$ cat config.mk
export PLATFORM = sky130hd
export DESIGN_NAME = dsw_deep_sleep_watchdog
export DESIGN_NICKNAME = d
export VERILOG_FILES = /design/src/hdl/dsw_pkg.sv /design/src/hdl/dsw_deep_sleep_watchdog.sv /design/src/hdl/dsw_sync.sv /design/src/hdl/dsw_counter.sv
export SDC_FILE = /design/constraint.sdc
export NUM_CORES = 1
export LEC_CHECK = 0
export ABC_CLOCK_PERIOD_IN_PS = 5800
export BUFFER_PORTS_ARGS = -buffer_cell sky130_fd_sc_hd__buf_2
export CORE_MARGIN = 2
export CORE_UTILIZATION = 33
export CTS_BUF_LIST = sky130_fd_sc_hd__clkbuf_4 sky130_fd_sc_hd__clkbuf_8
export DETAILED_ROUTE_END_ITERATION = 16
export SYNTH_ARGS = -nofsm -noshare
export SYNTH_HDL_FRONTEND = slang
export SYNTH_SLANG_ARGS = --single-unit
$ cat constraint.sdc
create_clock -name core_clk -period 5.8 [get_ports core_clk]
set_input_delay 0.58 -clock core_clk [delete_from_list [all_inputs] [get_ports core_clk]]
set_output_delay 0.58 -clock core_clk [all_outputs]
set_load 0.1 [all_outputs]
$ cat src/hdl/dsw_pkg.sv
/*
 * Shared constants, register map, field layouts and types of the deep sleep
 * watchdog block. Assumes a 32-bit AHB-Lite register bus and a single
 * 100 MHz core clock.
 */
package dsw_pkg;

	// Core clock
	localparam int unsigned CORE_CLK_HZ = 100_000_000;

	// Register byte offsets (word aligned)
	localparam logic [7:0] OFS_CONFIG      = 8'h00;
	localparam logic [7:0] OFS_CONTROL     = 8'h04;
	localparam logic [7:0] OFS_RESET_CAUSE = 8'h08;
	localparam logic [7:0] OFS_COUNT       = 8'h0C;
	localparam logic [7:0] OFS_STATE       = 8'h10;
	localparam logic [7:0] OFS_INT_STATUS  = 8'h14;
	localparam logic [7:0] OFS_INT_MASK    = 8'h18;

	// Deep sleep configuration word: bit 7 enable, 5 calendar clock, 4 watchdog clock, 3:0 ratio
	typedef struct packed {
		logic       wdtEnable;
		logic       unused6;
		logic       calendarSelect;
		logic       wdtClockSelect;
		logic [3:0] postscale;
	} dsw_config_s;
	localparam logic [7:0] CONFIG_RESET = 8'h00;

	// Clock select encoding and oscillator indices
	localparam logic SEL_LOW_POWER_RC_OSCILLATOR = 1'b0;
	localparam logic SEL_SECONDARY_OSCILLATOR = 1'b1;
	localparam int   OSC_NUM  = 2;
	localparam int   OSC_LOW_POWER_RC_OSCILLATOR = 0;
	localparam int   OSC_SECONDARY_OSCILLATOR = 1;

	// Control register bits
	localparam int CTL_ARM_BIT  = 0;
	localparam int CTL_SECONDARY_OSCILLATOR_BIT = 1;
	localparam int CTL_LOW_POWER_RC_OSCILLATOR_BIT = 2;

	// Reset cause register bits
	localparam int RC_DS_FLAG_BIT = 10;
	localparam int RC_POR_BIT     = 0;

	// Interrupt status / mask layout
	localparam int INT_W       = 3;
	localparam int INT_ENTRY   = 0;
	localparam int INT_TIMEOUT = 1;
	localparam int INT_WAKE    = 2;

	// Timeout span: 2.1 ms shortest, 25.7 days longest at the RC oscillator
	localparam int unsigned TIMEOUT_MIN_US       = 2100;
	localparam int unsigned TIMEOUT_MAX_DAYS_X10 = 257;
	// 2^6 ticks at the low-power RC give the shortest period, each step quadruples it
	localparam logic [5:0] TIMEOUT_EXP_BASE = 6'h06;
	localparam int         CNT_W            = 37;

	// AHB-Lite encodings
	localparam logic [1:0] HTRANS_NONSEQ = 2'h2;
	localparam logic       HRESP_OKAY    = 1'b0;

	typedef enum logic [1:0] {
		CAUSE_OTHER,
		CAUSE_POR,
		CAUSE_DS_EXIT,
		CAUSE_DS_ONLY
	} dsw_cause_e;

	typedef enum {
		ST_ACTIVE,
		ST_ASLEEP,
		ST_EXIT
	} dsw_state_e;

endpackage : dsw_pkg

$ cat src/hdl/dsw_deep_sleep_watchdog.sv
/*
 * Deep sleep watchdog, its clock selection and the deep sleep status flag,
 * with an AHB-Lite register slave and one level interrupt.
 * Assumes rst is the true power-on reset and that the core raises
 * sleepCommand for one cycle when it executes its power-save instruction.
 */
// Function
// - Watchdog counts in deep sleep only when config bit 7 is set.
// - Watchdog runs without any dependence on the main watchdog.
// - Entering deep sleep clears the watchdog counter.
// - Config bit 4 selects the watchdog clock source.
// - Config bits 3:0 set the watchdog postscale ratio.
// - Timeouts span 2.1 ms shortest to 25.7 days longest.
// - Calendar and watchdog each use either oscillator, chosen separately, so both may run.
// - Config bit 5 selects the calendar clock source.
// - Enabled watchdog turns its clock on at entry if off.
// - Deep sleep flag, reset cause bit 10, sets on entry, software clears.
// - Flag pair decodes: other reset, normal power-on, deep sleep exit, or deep sleep flag alone.
// - True power-on reset clears all deep sleep logic.
// - Arm bit clears automatically on wake from deep sleep.
// - Deep sleep exit looks like a power-on reset to the core.
`timescale 1ns/1ps
`default_nettype none

module dsw_deep_sleep_watchdog
	import dsw_pkg::*;
(
	input  wire logic        core_clk,           // 100 MHz core clock
	input  wire logic        rst,                // Power-on reset, async, high
	input  wire logic        hsel,               // AHB slave select
	input  wire logic [31:0] haddr,              // AHB address
	input  wire logic [1:0]  htrans,             // AHB transfer type
	input  wire logic        hwrite,             // AHB write
	input  wire logic [2:0]  hsize,              // AHB size, word only
	input  wire logic        hready,             // AHB ready in
	input  wire logic [31:0] hwdata,             // AHB write data
	output logic      [31:0] hrdata,             // AHB read data
	output logic             hreadyout,          // AHB ready out
	output logic             hresp,              // AHB response
	input  wire logic        sleepCommand,       // Core power-save pulse
	input  wire logic        wakeEvent,          // Other wake source pulse
	input  wire logic        lowPowerRcClk,      // RC oscillator pin
	input  wire logic        secondaryOscClk,    // Secondary oscillator pin
	output logic             lowPowerRcEnable,   // RC oscillator on
	output logic             secondaryOscEnable, // Secondary oscillator on
	output logic             calendarClockSelect,// Calendar clock source
	output logic             deepSleepActive,    // In deep sleep
	output logic             coreResetRequest,   // Reset pulse to core on exit
	output dsw_pkg::dsw_cause_e resetCause,      // Decoded reset cause
	output logic             irq                 // Level interrupt
);
	import dsw_pkg::*;

	dsw_state_e       state;
	dsw_config_s      cfg;
	logic             arm;
	logic             swSoscOn;
	logic             swLprcOn;
	logic             deepSleepFlag;
	logic             powerOnFlag;
	logic [INT_W-1:0] intStatus;
	logic [INT_W-1:0] intMask;
	logic [INT_W-1:0] intEvent;
	logic [OSC_NUM-1:0] oscPins;
	logic [OSC_NUM-1:0] oscTick;
	logic             selTick;
	logic             enterSleep;
	logic             countEn;
	logic             wdtExpire;
	logic [CNT_W-1:0] wdtCount;
	logic             accept;
	logic             wrPending;
	logic [7:0]       wrAddr;
	logic [31:0]      readValue;
	logic [31:0]      causeWord;

	assign oscPins[OSC_LOW_POWER_RC_OSCILLATOR] = lowPowerRcClk;
	assign oscPins[OSC_SECONDARY_OSCILLATOR] = secondaryOscClk;

	// Oscillator pins are asynchronous to the core clock
	genvar gi;
	generate
		for (gi = 0; gi < OSC_NUM; gi++) begin : g_osc
			dsw_sync u_sync (
				.core_clk  (core_clk),
				.rst       (rst),
				.pinIn     (oscPins[gi]),
				.risePulse (oscTick[gi])
			);
		end
	endgenerate

	// No input from the main watchdog: this counter stands alone
	assign selTick = (cfg.wdtClockSelect == SEL_SECONDARY_OSCILLATOR) ? oscTick[OSC_SECONDARY_OSCILLATOR]
	                                                  : oscTick[OSC_LOW_POWER_RC_OSCILLATOR];
	assign enterSleep = (state == ST_ACTIVE) && sleepCommand && arm;
	assign countEn    = (state == ST_ASLEEP) && cfg.wdtEnable && selTick;

	dsw_counter u_counter (
		.core_clk  (core_clk),
		.rst       (rst),
		.clear     (enterSleep),
		.tickEn    (countEn),
		.postscale (cfg.postscale),
		.count     (wdtCount),
		.expired   (wdtExpire)
	);

	// Power-save state; an unarmed power-save request is ordinary sleep, not handled here
	always_ff @(posedge core_clk or posedge rst) begin
		if (rst) begin
			state <= ST_ACTIVE;
		end else begin
			case (state)
				ST_ACTIVE: begin
					if (enterSleep) begin
						state <= ST_ASLEEP;
					end
				end
				ST_ASLEEP: begin
					if (wdtExpire || wakeEvent) begin
						state <= ST_EXIT;
					end
				end
				ST_EXIT: begin
					state <= ST_ACTIVE;
				end
				default: begin
					state <= ST_ACTIVE;
				end
			endcase
		end
	end

	assign coreResetRequest = (state == ST_EXIT);
	assign deepSleepActive  = (state == ST_ASLEEP);

	// In deep sleep an enabled watchdog forces its own oscillator on; the calendar always its selection
	always_ff @(posedge core_clk or posedge rst) begin
		if (rst) begin
			lowPowerRcEnable    <= 1'b0;
			secondaryOscEnable  <= 1'b0;
			calendarClockSelect <= SEL_LOW_POWER_RC_OSCILLATOR;
		end else begin
			calendarClockSelect <= cfg.calendarSelect;
			lowPowerRcEnable <= swLprcOn
				|| (cfg.calendarSelect == SEL_LOW_POWER_RC_OSCILLATOR)
				|| (deepSleepActive && cfg.wdtEnable
				    && cfg.wdtClockSelect == SEL_LOW_POWER_RC_OSCILLATOR);
			secondaryOscEnable <= swSoscOn
				|| (cfg.calendarSelect == SEL_SECONDARY_OSCILLATOR)
				|| (deepSleepActive && cfg.wdtEnable
				    && cfg.wdtClockSelect == SEL_SECONDARY_OSCILLATOR);
		end
	end

	// Bus slave: zero wait states, read data registered into the data phase
	assign accept    = hsel && hready && (htrans == HTRANS_NONSEQ);
	assign hreadyout = 1'b1;
	assign hresp     = HRESP_OKAY;

	assign causeWord = (32'(deepSleepFlag) << RC_DS_FLAG_BIT)
	                 | (32'(powerOnFlag) << RC_POR_BIT);

	always_comb begin
		case (haddr[7:0])
			OFS_CONFIG:      readValue = {24'h000000, cfg};
			OFS_CONTROL:     readValue = {29'h00000000, swLprcOn, swSoscOn, arm};
			OFS_RESET_CAUSE: readValue = causeWord;
			OFS_COUNT:       readValue = wdtCount[31:0];
			OFS_STATE:       readValue = {31'h00000000, deepSleepActive};
			OFS_INT_STATUS:  readValue = {29'h00000000, intStatus};
			OFS_INT_MASK:    readValue = {29'h00000000, intMask};
			default:         readValue = 32'h00000000;
		endcase
	end

	always_ff @(posedge core_clk or posedge rst) begin
		if (rst) begin
			wrPending <= 1'b0;
			wrAddr    <= 8'h00;
			hrdata    <= 32'h00000000;
		end else begin
			wrPending <= accept && hwrite;
			wrAddr    <= haddr[7:0];
			hrdata    <= (accept && !hwrite) ? readValue : 32'h00000000;
		end
	end

	always_ff @(posedge core_clk or posedge rst) begin
		if (rst) begin
			cfg     <= CONFIG_RESET;
			intMask <= '0;
		end else if (wrPending) begin
			if (wrAddr == OFS_CONFIG) begin
				cfg <= hwdata[7:0];
			end
			if (wrAddr == OFS_INT_MASK) begin
				intMask <= hwdata[INT_W-1:0];
			end
		end
	end

	// Wake clears arm even against a same-cycle software write
	always_ff @(posedge core_clk or posedge rst) begin
		if (rst) begin
			arm      <= 1'b0;
			swSoscOn <= 1'b0;
			swLprcOn <= 1'b0;
		end else begin
			if (wrPending && wrAddr == OFS_CONTROL) begin
				swSoscOn <= hwdata[CTL_SECONDARY_OSCILLATOR_BIT];
				swLprcOn <= hwdata[CTL_LOW_POWER_RC_OSCILLATOR_BIT];
			end
			if (state == ST_EXIT) begin
				arm <= 1'b0;
			end else if (wrPending && wrAddr == OFS_CONTROL) begin
				arm <= hwdata[CTL_ARM_BIT];
			end
		end
	end

	// Flags clear by writing zero; a same-cycle entry still sets
	always_ff @(posedge core_clk or posedge rst) begin
		if (rst) begin
			deepSleepFlag <= 1'b0;
			powerOnFlag   <= 1'b1;
		end else begin
			if (enterSleep) begin
				deepSleepFlag <= 1'b1;
			end else if (wrPending && wrAddr == OFS_RESET_CAUSE) begin
				deepSleepFlag <= deepSleepFlag & hwdata[RC_DS_FLAG_BIT];
			end
			if (wrPending && wrAddr == OFS_RESET_CAUSE) begin
				powerOnFlag <= powerOnFlag & hwdata[RC_POR_BIT];
			end
		end
	end

	always_ff @(posedge core_clk or posedge rst) begin
		if (rst) begin
			resetCause <= CAUSE_OTHER;
		end else begin
			case ({deepSleepFlag, powerOnFlag})
				2'b01:   resetCause <= CAUSE_POR;
				2'b11:   resetCause <= CAUSE_DS_EXIT;
				2'b10:   resetCause <= CAUSE_DS_ONLY;
				default: resetCause <= CAUSE_OTHER;
			endcase
		end
	end

	assign intEvent[INT_ENTRY]   = enterSleep;
	assign intEvent[INT_TIMEOUT] = wdtExpire && deepSleepActive;
	assign intEvent[INT_WAKE]    = (state == ST_EXIT);

	always_ff @(posedge core_clk or posedge rst) begin
		if (rst) begin
			intStatus <= '0;
		end else if (wrPending && wrAddr == OFS_INT_STATUS) begin
			intStatus <= (intStatus & ~hwdata[INT_W-1:0]) | intEvent;
		end else begin
			intStatus <= intStatus | intEvent;
		end
	end

	assign irq = |(intStatus & intMask);
endmodule : dsw_deep_sleep_watchdog
`default_nettype wire

$ cat src/hdl/dsw_sync.sv
/*
 * Three-stage synchroniser for one free-running oscillator pin, giving a
 * one-cycle pulse per rising edge. Assumes the oscillator is far slower
 * than core_clk.
 */
`timescale 1ns/1ps
`default_nettype none

module dsw_sync (
	input  wire logic core_clk, // Core clock
	input  wire logic rst,      // Async reset, active high
	input  wire logic pinIn,    // Raw oscillator pin
	output logic      risePulse // One cycle per rising edge
);
	logic stage1;
	logic stage2;
	logic stage3;
	logic level;

	always_ff @(posedge core_clk or posedge rst) begin
		if (rst) begin
			stage1 <= 1'b0;
			stage2 <= 1'b0;
			stage3 <= 1'b0;
		end else begin
			stage1 <= pinIn;
			stage2 <= stage1;
			stage3 <= stage2;
		end
	end

	// A change counts only once the second and third stages agree
	always_ff @(posedge core_clk or posedge rst) begin
		if (rst) begin
			level     <= 1'b0;
			risePulse <= 1'b0;
		end else begin
			risePulse <= (stage2 == stage3) && stage3 && !level;
			if (stage2 == stage3) begin
				level <= stage3;
			end
		end
	end

endmodule : dsw_sync
`default_nettype wire

$ cat src/hdl/dsw_counter.sv
/*
 * Deep sleep watchdog counter with selectable power-of-four timeout.
 * Assumes tickEn is a one-cycle pulse per oscillator edge.
 */
`timescale 1ns/1ps
`default_nettype none

module dsw_counter
	import dsw_pkg::*;
(
	input  wire logic             core_clk,  // Core clock
	input  wire logic             rst,       // Async reset, active high
	input  wire logic             clear,     // Restart from zero
	input  wire logic             tickEn,    // Selected oscillator tick
	input  wire logic [3:0]       postscale, // Timeout ratio select
	output logic [dsw_pkg::CNT_W-1:0] count, // Current count
	output logic                  expired    // One-cycle timeout pulse
);
	logic [5:0]       exponent;
	logic [CNT_W-1:0] terminal;
	logic             atEnd;

	assign exponent = TIMEOUT_EXP_BASE + {1'b0, postscale, 1'b0};
	assign terminal = (CNT_W'(1) << exponent) - CNT_W'(1);
	assign atEnd    = (count == terminal);

	always_ff @(posedge core_clk or posedge rst) begin
		if (rst) begin
			count   <= '0;
			expired <= 1'b0;
		end else begin
			expired <= !clear && tickEn && atEnd;
			if (clear) begin
				count <= '0;
			end else if (tickEn) begin
				count <= atEnd ? '0 : count + CNT_W'(1);
			end
		end
	end
endmodule : dsw_counter
`default_nettype wire

# After elaboration in Yosys (flattened, before gate mapping)
# Index checks and enable logic that the tools add are counted.
# totals
ff_bits	145
output_inout_bits	42
word_cells	123
# op_classes
add_sub_neg	3
n_eq_ne	22
n_shift	1
muxes	15
bitwise	10
n_reduce_logical	40
# ops
cell	n
$pmux W32 S7	1
$mux W37	3
$mux W32	3
$logic_not A32 Y1	2
$pmux W32 S2	1
$eq A8 B5 Y1 const B	5
$add A37 B1 Y37 const B	1
$eq A37 B37 Y1	1
$shl A1 B6 Y37 const A	1
$sub A37 B2 Y37 const B	1
$eq A32 B1 Y1 const B	1
$eq A32 B2 Y1 const B	1
$eq A32 B3 Y1 const B	1
$eq A8 B4 Y1 const B	3
$logic_and A1 B1 Y1	20
$eq A8 B3 Y1 const B	2
$logic_not A8 Y1	2
$or A11 B1 Y11	1
$add A3 B5 Y6 const A	1
$and A3 B3 Y3	2
$eq A2 B2 Y1 const B	3
$or A3 B3 Y3	2
$pmux W2 S3	1
$reduce_and A2 Y1	3
other kinds (13)	29

# Longest topological paths before layout
# logic_depth
ltp_word	7
depth_mapped	12
ltp_nobuf	9

# Modules after synthesis
# A second synthesis with hierarchy kept.
# hier_totals
cells_unflattened	656
hier_area_um2	6159.7
# by_module_without_submodules
mod	n_inst	cells_each	area_per_inst_um2	seq_area_each_um2
dsw_counter	1	437	3208.1	950.9
dsw_deep_sleep_watchdog	1	201	2626.3	1677.9
dsw_sync	2	9	162.7	125.1

# Least setup slack after synthesis
# Ideal clock, no wire load.
# synth_timing
path_type	reg2reg
startpoint	register state[1]
endpoint	register u_counter.count[2] (netlist name)
setup_time_ps	134
t_arrival_ps	2717
required_time_ps	5666
setup_slack_ps	2950
path_stages_with_launch	9
synth_period_minus_slack_ps	2850
cell_sequence	dfrtp_1 nor2b_1 clkbuf_1 nand3_1 and2_1 clkbuf_1 buf_1 o21ai_0 o21ai_0
# synth_between
elab_chain_cells	4
word_cells_on_any_way	8
cone_classes	1 x eq/ne; 1 x mux; 6 x reduce/logical
# synth_rtl
element	line	source
start, declared	dsw_deep_sleep_watchdog.sv:54	dsw_state_e state;
start signal, assigned	dsw_deep_sleep_watchdog.sv:112	state <= ST_ACTIVE;
start signal, assigned	dsw_deep_sleep_watchdog.sv:117	state <= ST_ASLEEP;
start signal, assigned	dsw_deep_sleep_watchdog.sv:122	state <= ST_EXIT;
$eq A32 B2 Y1	n/a	
via deepSleepActive	dsw_deep_sleep_watchdog.sv:47	output logic deepSleepActive,
$logic_and A1 B1 Y1 (2 in a row)	dsw_deep_sleep_watchdog.sv:97	assign countEn = (state == ST_ASLEEP) && cfg.wdtEnable && selTick;
$reduce_bool A2 Y1 (no source line)	n/a	
end signal, assigned	dsw_counter.sv:36	count <= atEnd ? '0 : count + CNT_W'(1);
end, declared	dsw_counter.sv:16	output logic [dsw_pkg::CNT_W-1:0] count,
# The timed path passes the listed nets, and every way through them passes these cells.
# A chain may end at the register's enable or synchronous reset.

# Final worst setup path
# layout_timing
startpoint	register cfg[2] (netlist name)
endpoint	register u_counter.count[13] (netlist name)
# layout_between
elab_chain_cells	7
# layout_rtl
element	line	source
start, declared	dsw_deep_sleep_watchdog.sv:55	dsw_config_s cfg;
start signal, assigned	dsw_deep_sleep_watchdog.sv:196	cfg <= hwdata[7:0];
$add A3 B5 Y6	dsw_counter.sv:23	assign exponent = TIMEOUT_EXP_BASE + {1'b0, postscale, 1'b0};
$shl A1 B6 Y37	dsw_counter.sv:24	assign terminal = (CNT_W'(1) << exponent) - CNT_W'(1);
$sub A37 B2 Y37	dsw_counter.sv:24	
$eq A37 B37 Y1	dsw_counter.sv:25	assign atEnd = (count == terminal);
$mux W37	dsw_counter.sv:36	
$mux W37	dsw_counter.sv:35	end else if (tickEn) begin
$mux W37	dsw_counter.sv:33	if (clear) begin
# Every way passes these cells. The select of a mux whose other input is x is not followed.

==> flow_metrics.env <==
export IMPL_status="finished, final reports clean"
export IMPL_synth_top_area_share_pct=47.8
export IMPL_dieArea_mm2=0.0192
export IMPL_crit_path_start="cfg[2]$_DFFE_PP0P_"
export IMPL_grt_pass1_wl_um=24400
export IMPL_reg2reg_from="cfg[2]$_DFFE_PP0P_"
export IMPL_grt_pass1_vias=4437
export IMPL_place_gp_congestion=0.925
export IMPL_grt_setup_unrepaired="no"
export IMPL_cap_violations=0
export IMPL_first_pass_iters=5
export IMPL_ys_types=65
export IMPL_crit_path_top_delay_cell="dfrtp_1"
export IMPL_peakVddDrop_uv=142
export IMPL_p_leak_nw=3.15
export IMPL_reg2reg_depth=10
export IMPL_core_mm2=0.0178
export IMPL_wire_per_inst_um=16.5
export IMPL_grt_max_degree=77
export IMPL_drt_drc_violations_left=0
export IMPL_worst_path_max_fanout=26
export IMPL_cts_buffer_depth=2
export IMPL_fin_crit_ps=3850
export IMPL_syn_area_per_cell_um2=9.43
export IMPL_clock_skew_ps=9.54
export IMPL_route_vias_total=4878
export IMPL_worstPathCellList="buf_4 -> o41a_1 -> a311oi_1 -> a21oi_1 -> or4_4 -> nor4_4 -> a21oi_2 -> buf_4 -> inv_2 -> o311ai_0"
export IMPL_numCtsBuffers=17
export IMPL_fp_dieH_um=139
export IMPL_worst_setup_path_start_kind="register"
export IMPL_fill_cells=1782
export IMPL_io_buffer_count=67
export IMPL_synth_area_leader_cell="dfrtp_1"
export IMPL_crit_path_end_kind="register"
export IMPL_post_route_util_pct=38.4
export IMPL_wl_um=15100
export IMPL_antennaDiodeCount=0
export IMPL_setup_viol=0
export IMPL_grtUsageTotal_pct=16.1
export IMPL_powerDensity_mw_per_mm2=253
export IMPL_ys_seq_elements=115
export IMPL_timing_fmax_mhz=259
export IMPL_timing_hold_ws_ps=237
export IMPL_synth_edf_count=0
export IMPL_final_cell_mix="dfrtp_1, nand2_1, buf_2"
export IMPL_layout_drive_gt1_share_pct=19.6
export IMPL_crit_end="u_counter.count[13]$_DFFE_PP0P_"
export IMPL_cts_root_buffer="clkbuf_8"
export IMPL_cp_required_ps=6090
export IMPL_tightest_slew_ps=1270
export IMPL_area_growth_pct=14.7
export IMPL_drv_slew=0
export IMPL_syn_inst=633
export IMPL_max_stage_delay_ps=630
export IMPL_post_cts_resized=0
export IMPL_synthTopCellsByArea="dfrtp_1, nand2_1, nand3_1, mux2_2, nor2_1"
export IMPL_reg2reg_slack_ps=1950
export IMPL_clock_latency_ps=440
export IMPL_hold_buffers=0
export IMPL_criticalPathCategory="register to register"
export IMPL_viasPerCell=5.32
export IMPL_io_pins=120
export IMPL_die_x_um=139
export IMPL_antenna_left=0
export IMPL_seq_area_frac_synth_pct=48.2
export IMPL_relSlewSlack_pct=14.8
export IMPL_final_setup_tns_ps=0
export IMPL_synth_main_ff_cell="dfrtp_1"
export IMPL_clk_pin_slew_ps=70
export IMPL_drt_iter0_drc=378
export IMPL_final_common_cell="dfrtp_1"
export IMPL_num_rows=49
export IMPL_hp_class="input port to register"
export IMPL_cts_setup_buffers=0
export IMPL_synth_area_mm2=0.00597
export IMPL_crit_arrival_ps=4150
export IMPL_cts_tree="built"
export IMPL_crit_reg2reg_capture="u_counter.count[13]$_DFFE_PP0P_"
export IMPL_hp_start="lowPowerRcClk"
export IMPL_yosys_warnings=0
export IMPL_grt_overflow=0
export IMPL_clock_sinks=115
export IMPL_async_flop_share_pct=100
export IMPL_antenna_found_initial=0
export IMPL_finalCritPeriodShare_pct=66.4
export IMPL_start_util_pct=33.5
export IMPL_final_nets=760
export IMPL_cts_htree_levels=4
export IMPL_path_common_cell="buf_4"
export IMPL_dp_hpwl_um=10200
export IMPL_hold_violations=0
## report_power, final
part	internal (mW)	total [mW]	switching, mW
registers	0.822	0.850	0.0276
logic	0.0335	0.0978	0.0642
clock network	0.458	0.784	0.325
total	1.31	1.73	0.417
## worst min-delay path by stage
stage | slack, ps | depth (start not counted) | endpoint
2_1_floorplan | 330 | 0 | g_osc[0].u_sync.stage2$_DFF_PP0_
3_3_place_gp | 330 | 0 | g_osc[1].u_sync.stage2$_DFF_PP0_
3_5_place_dp | 340 | 0 | g_osc[1].u_sync.stage2$_DFF_PP0_
4_1_cts | 200 | 1 | g_osc[0].u_sync.stage1$_DFF_PP0_
5_1_grt | 210 | 1 | g_osc[1].u_sync.stage1$_DFF_PP0_
6_report | 240 | 1 | g_osc[0].u_sync.stage1$_DFF_PP0_
## synthesized netlist by cell type, drive strengths merged, types with 3 or more instances
master     n
or2        3
nand3     50
a21oi     19
a22o       7
a2111oi    3
o31ai      4
a31oi      3
mux2      18
o21ai     21
a22oi      7
nand2     72
buf       23
mux2i     10
and3      10
nor3      16
and2      26
nor2      45
nor4b      4
o22ai      4
ha         7
xor2       3
a21o       6
a211oi     4
nand3b     7
nand4b     3
nor4       5
or3        9
xnor2     12
nor2b      9
dfrtp    114
nand4      8
inv       16
o311ai    13
clkbuf    31
nand2b     6
## kinds of logic after synthesis
kind of cell	after synthesis	synth area share, %
AND/OR/NAND/NOR	280	24.1
buffers and inverters	70	4.92
other	2	0.126
flip-flops	115	48.2
XOR/XNOR	15	2.20
multiplexers	28	5.07
adder cells (fa/ha/maj)	7	1.47
AO/OA/AOI/OAI	116	13.9
## worst max-delay path, delay by kind of cell (launching register included)
family	cells	cell delay, ps
compound gates	5	1170
flops	1	630
buf+inv	3	950
simple gates	2	930
## metal layers
metal  GRT usage [%]  vias to the layer above  wire length, um
met4            6.71                        0              321
li1                -                     2346                -
met5               0                        -                0
met3            3.43                       25              753
met1            23.1                     2366             7250
met2            23.5                      141             6790
## flip-flops by register name, summed over array words and instances (netlist names), 3 cells and up
signal           flops
intStatus            3
cfg                  8
u_counter.count     37
hrdata              32
wrAddr               8
intMask              3
## metrics by stage
stage / worst slack (ps) / instances / area [um2] / power [mW]
2_1_floorplan: 2180 / 635 / 5980 / 0.931
4_1_cts: 1900 / 917 / 6850 / 1.76
5_1_grt: 1680 / 917 / 6850 / 1.81
6_report: 1950 / 917 / 6850 / 1.73
3_3_place_gp: 1950 / 885 / 6440 / 0.961
3_5_place_dp: 1900 / 885 / 6440 / 0.963
## final cells by class
cell class | instances | area, um2 | area share [%]
multi-input combinational | 450 | 2810 | 41.1
sequential | 115 | 2880 | 42.0
clock buffer | 22 | 284 | 4.15
clock inverter | 10 | 131 | 1.92
timing repair buffer | 75 | 395 | 5.77
tap | 229 | 287 | 4.18
inverter | 16 | 62.6 | 0.913
Power figures use the tool's default switching activity.
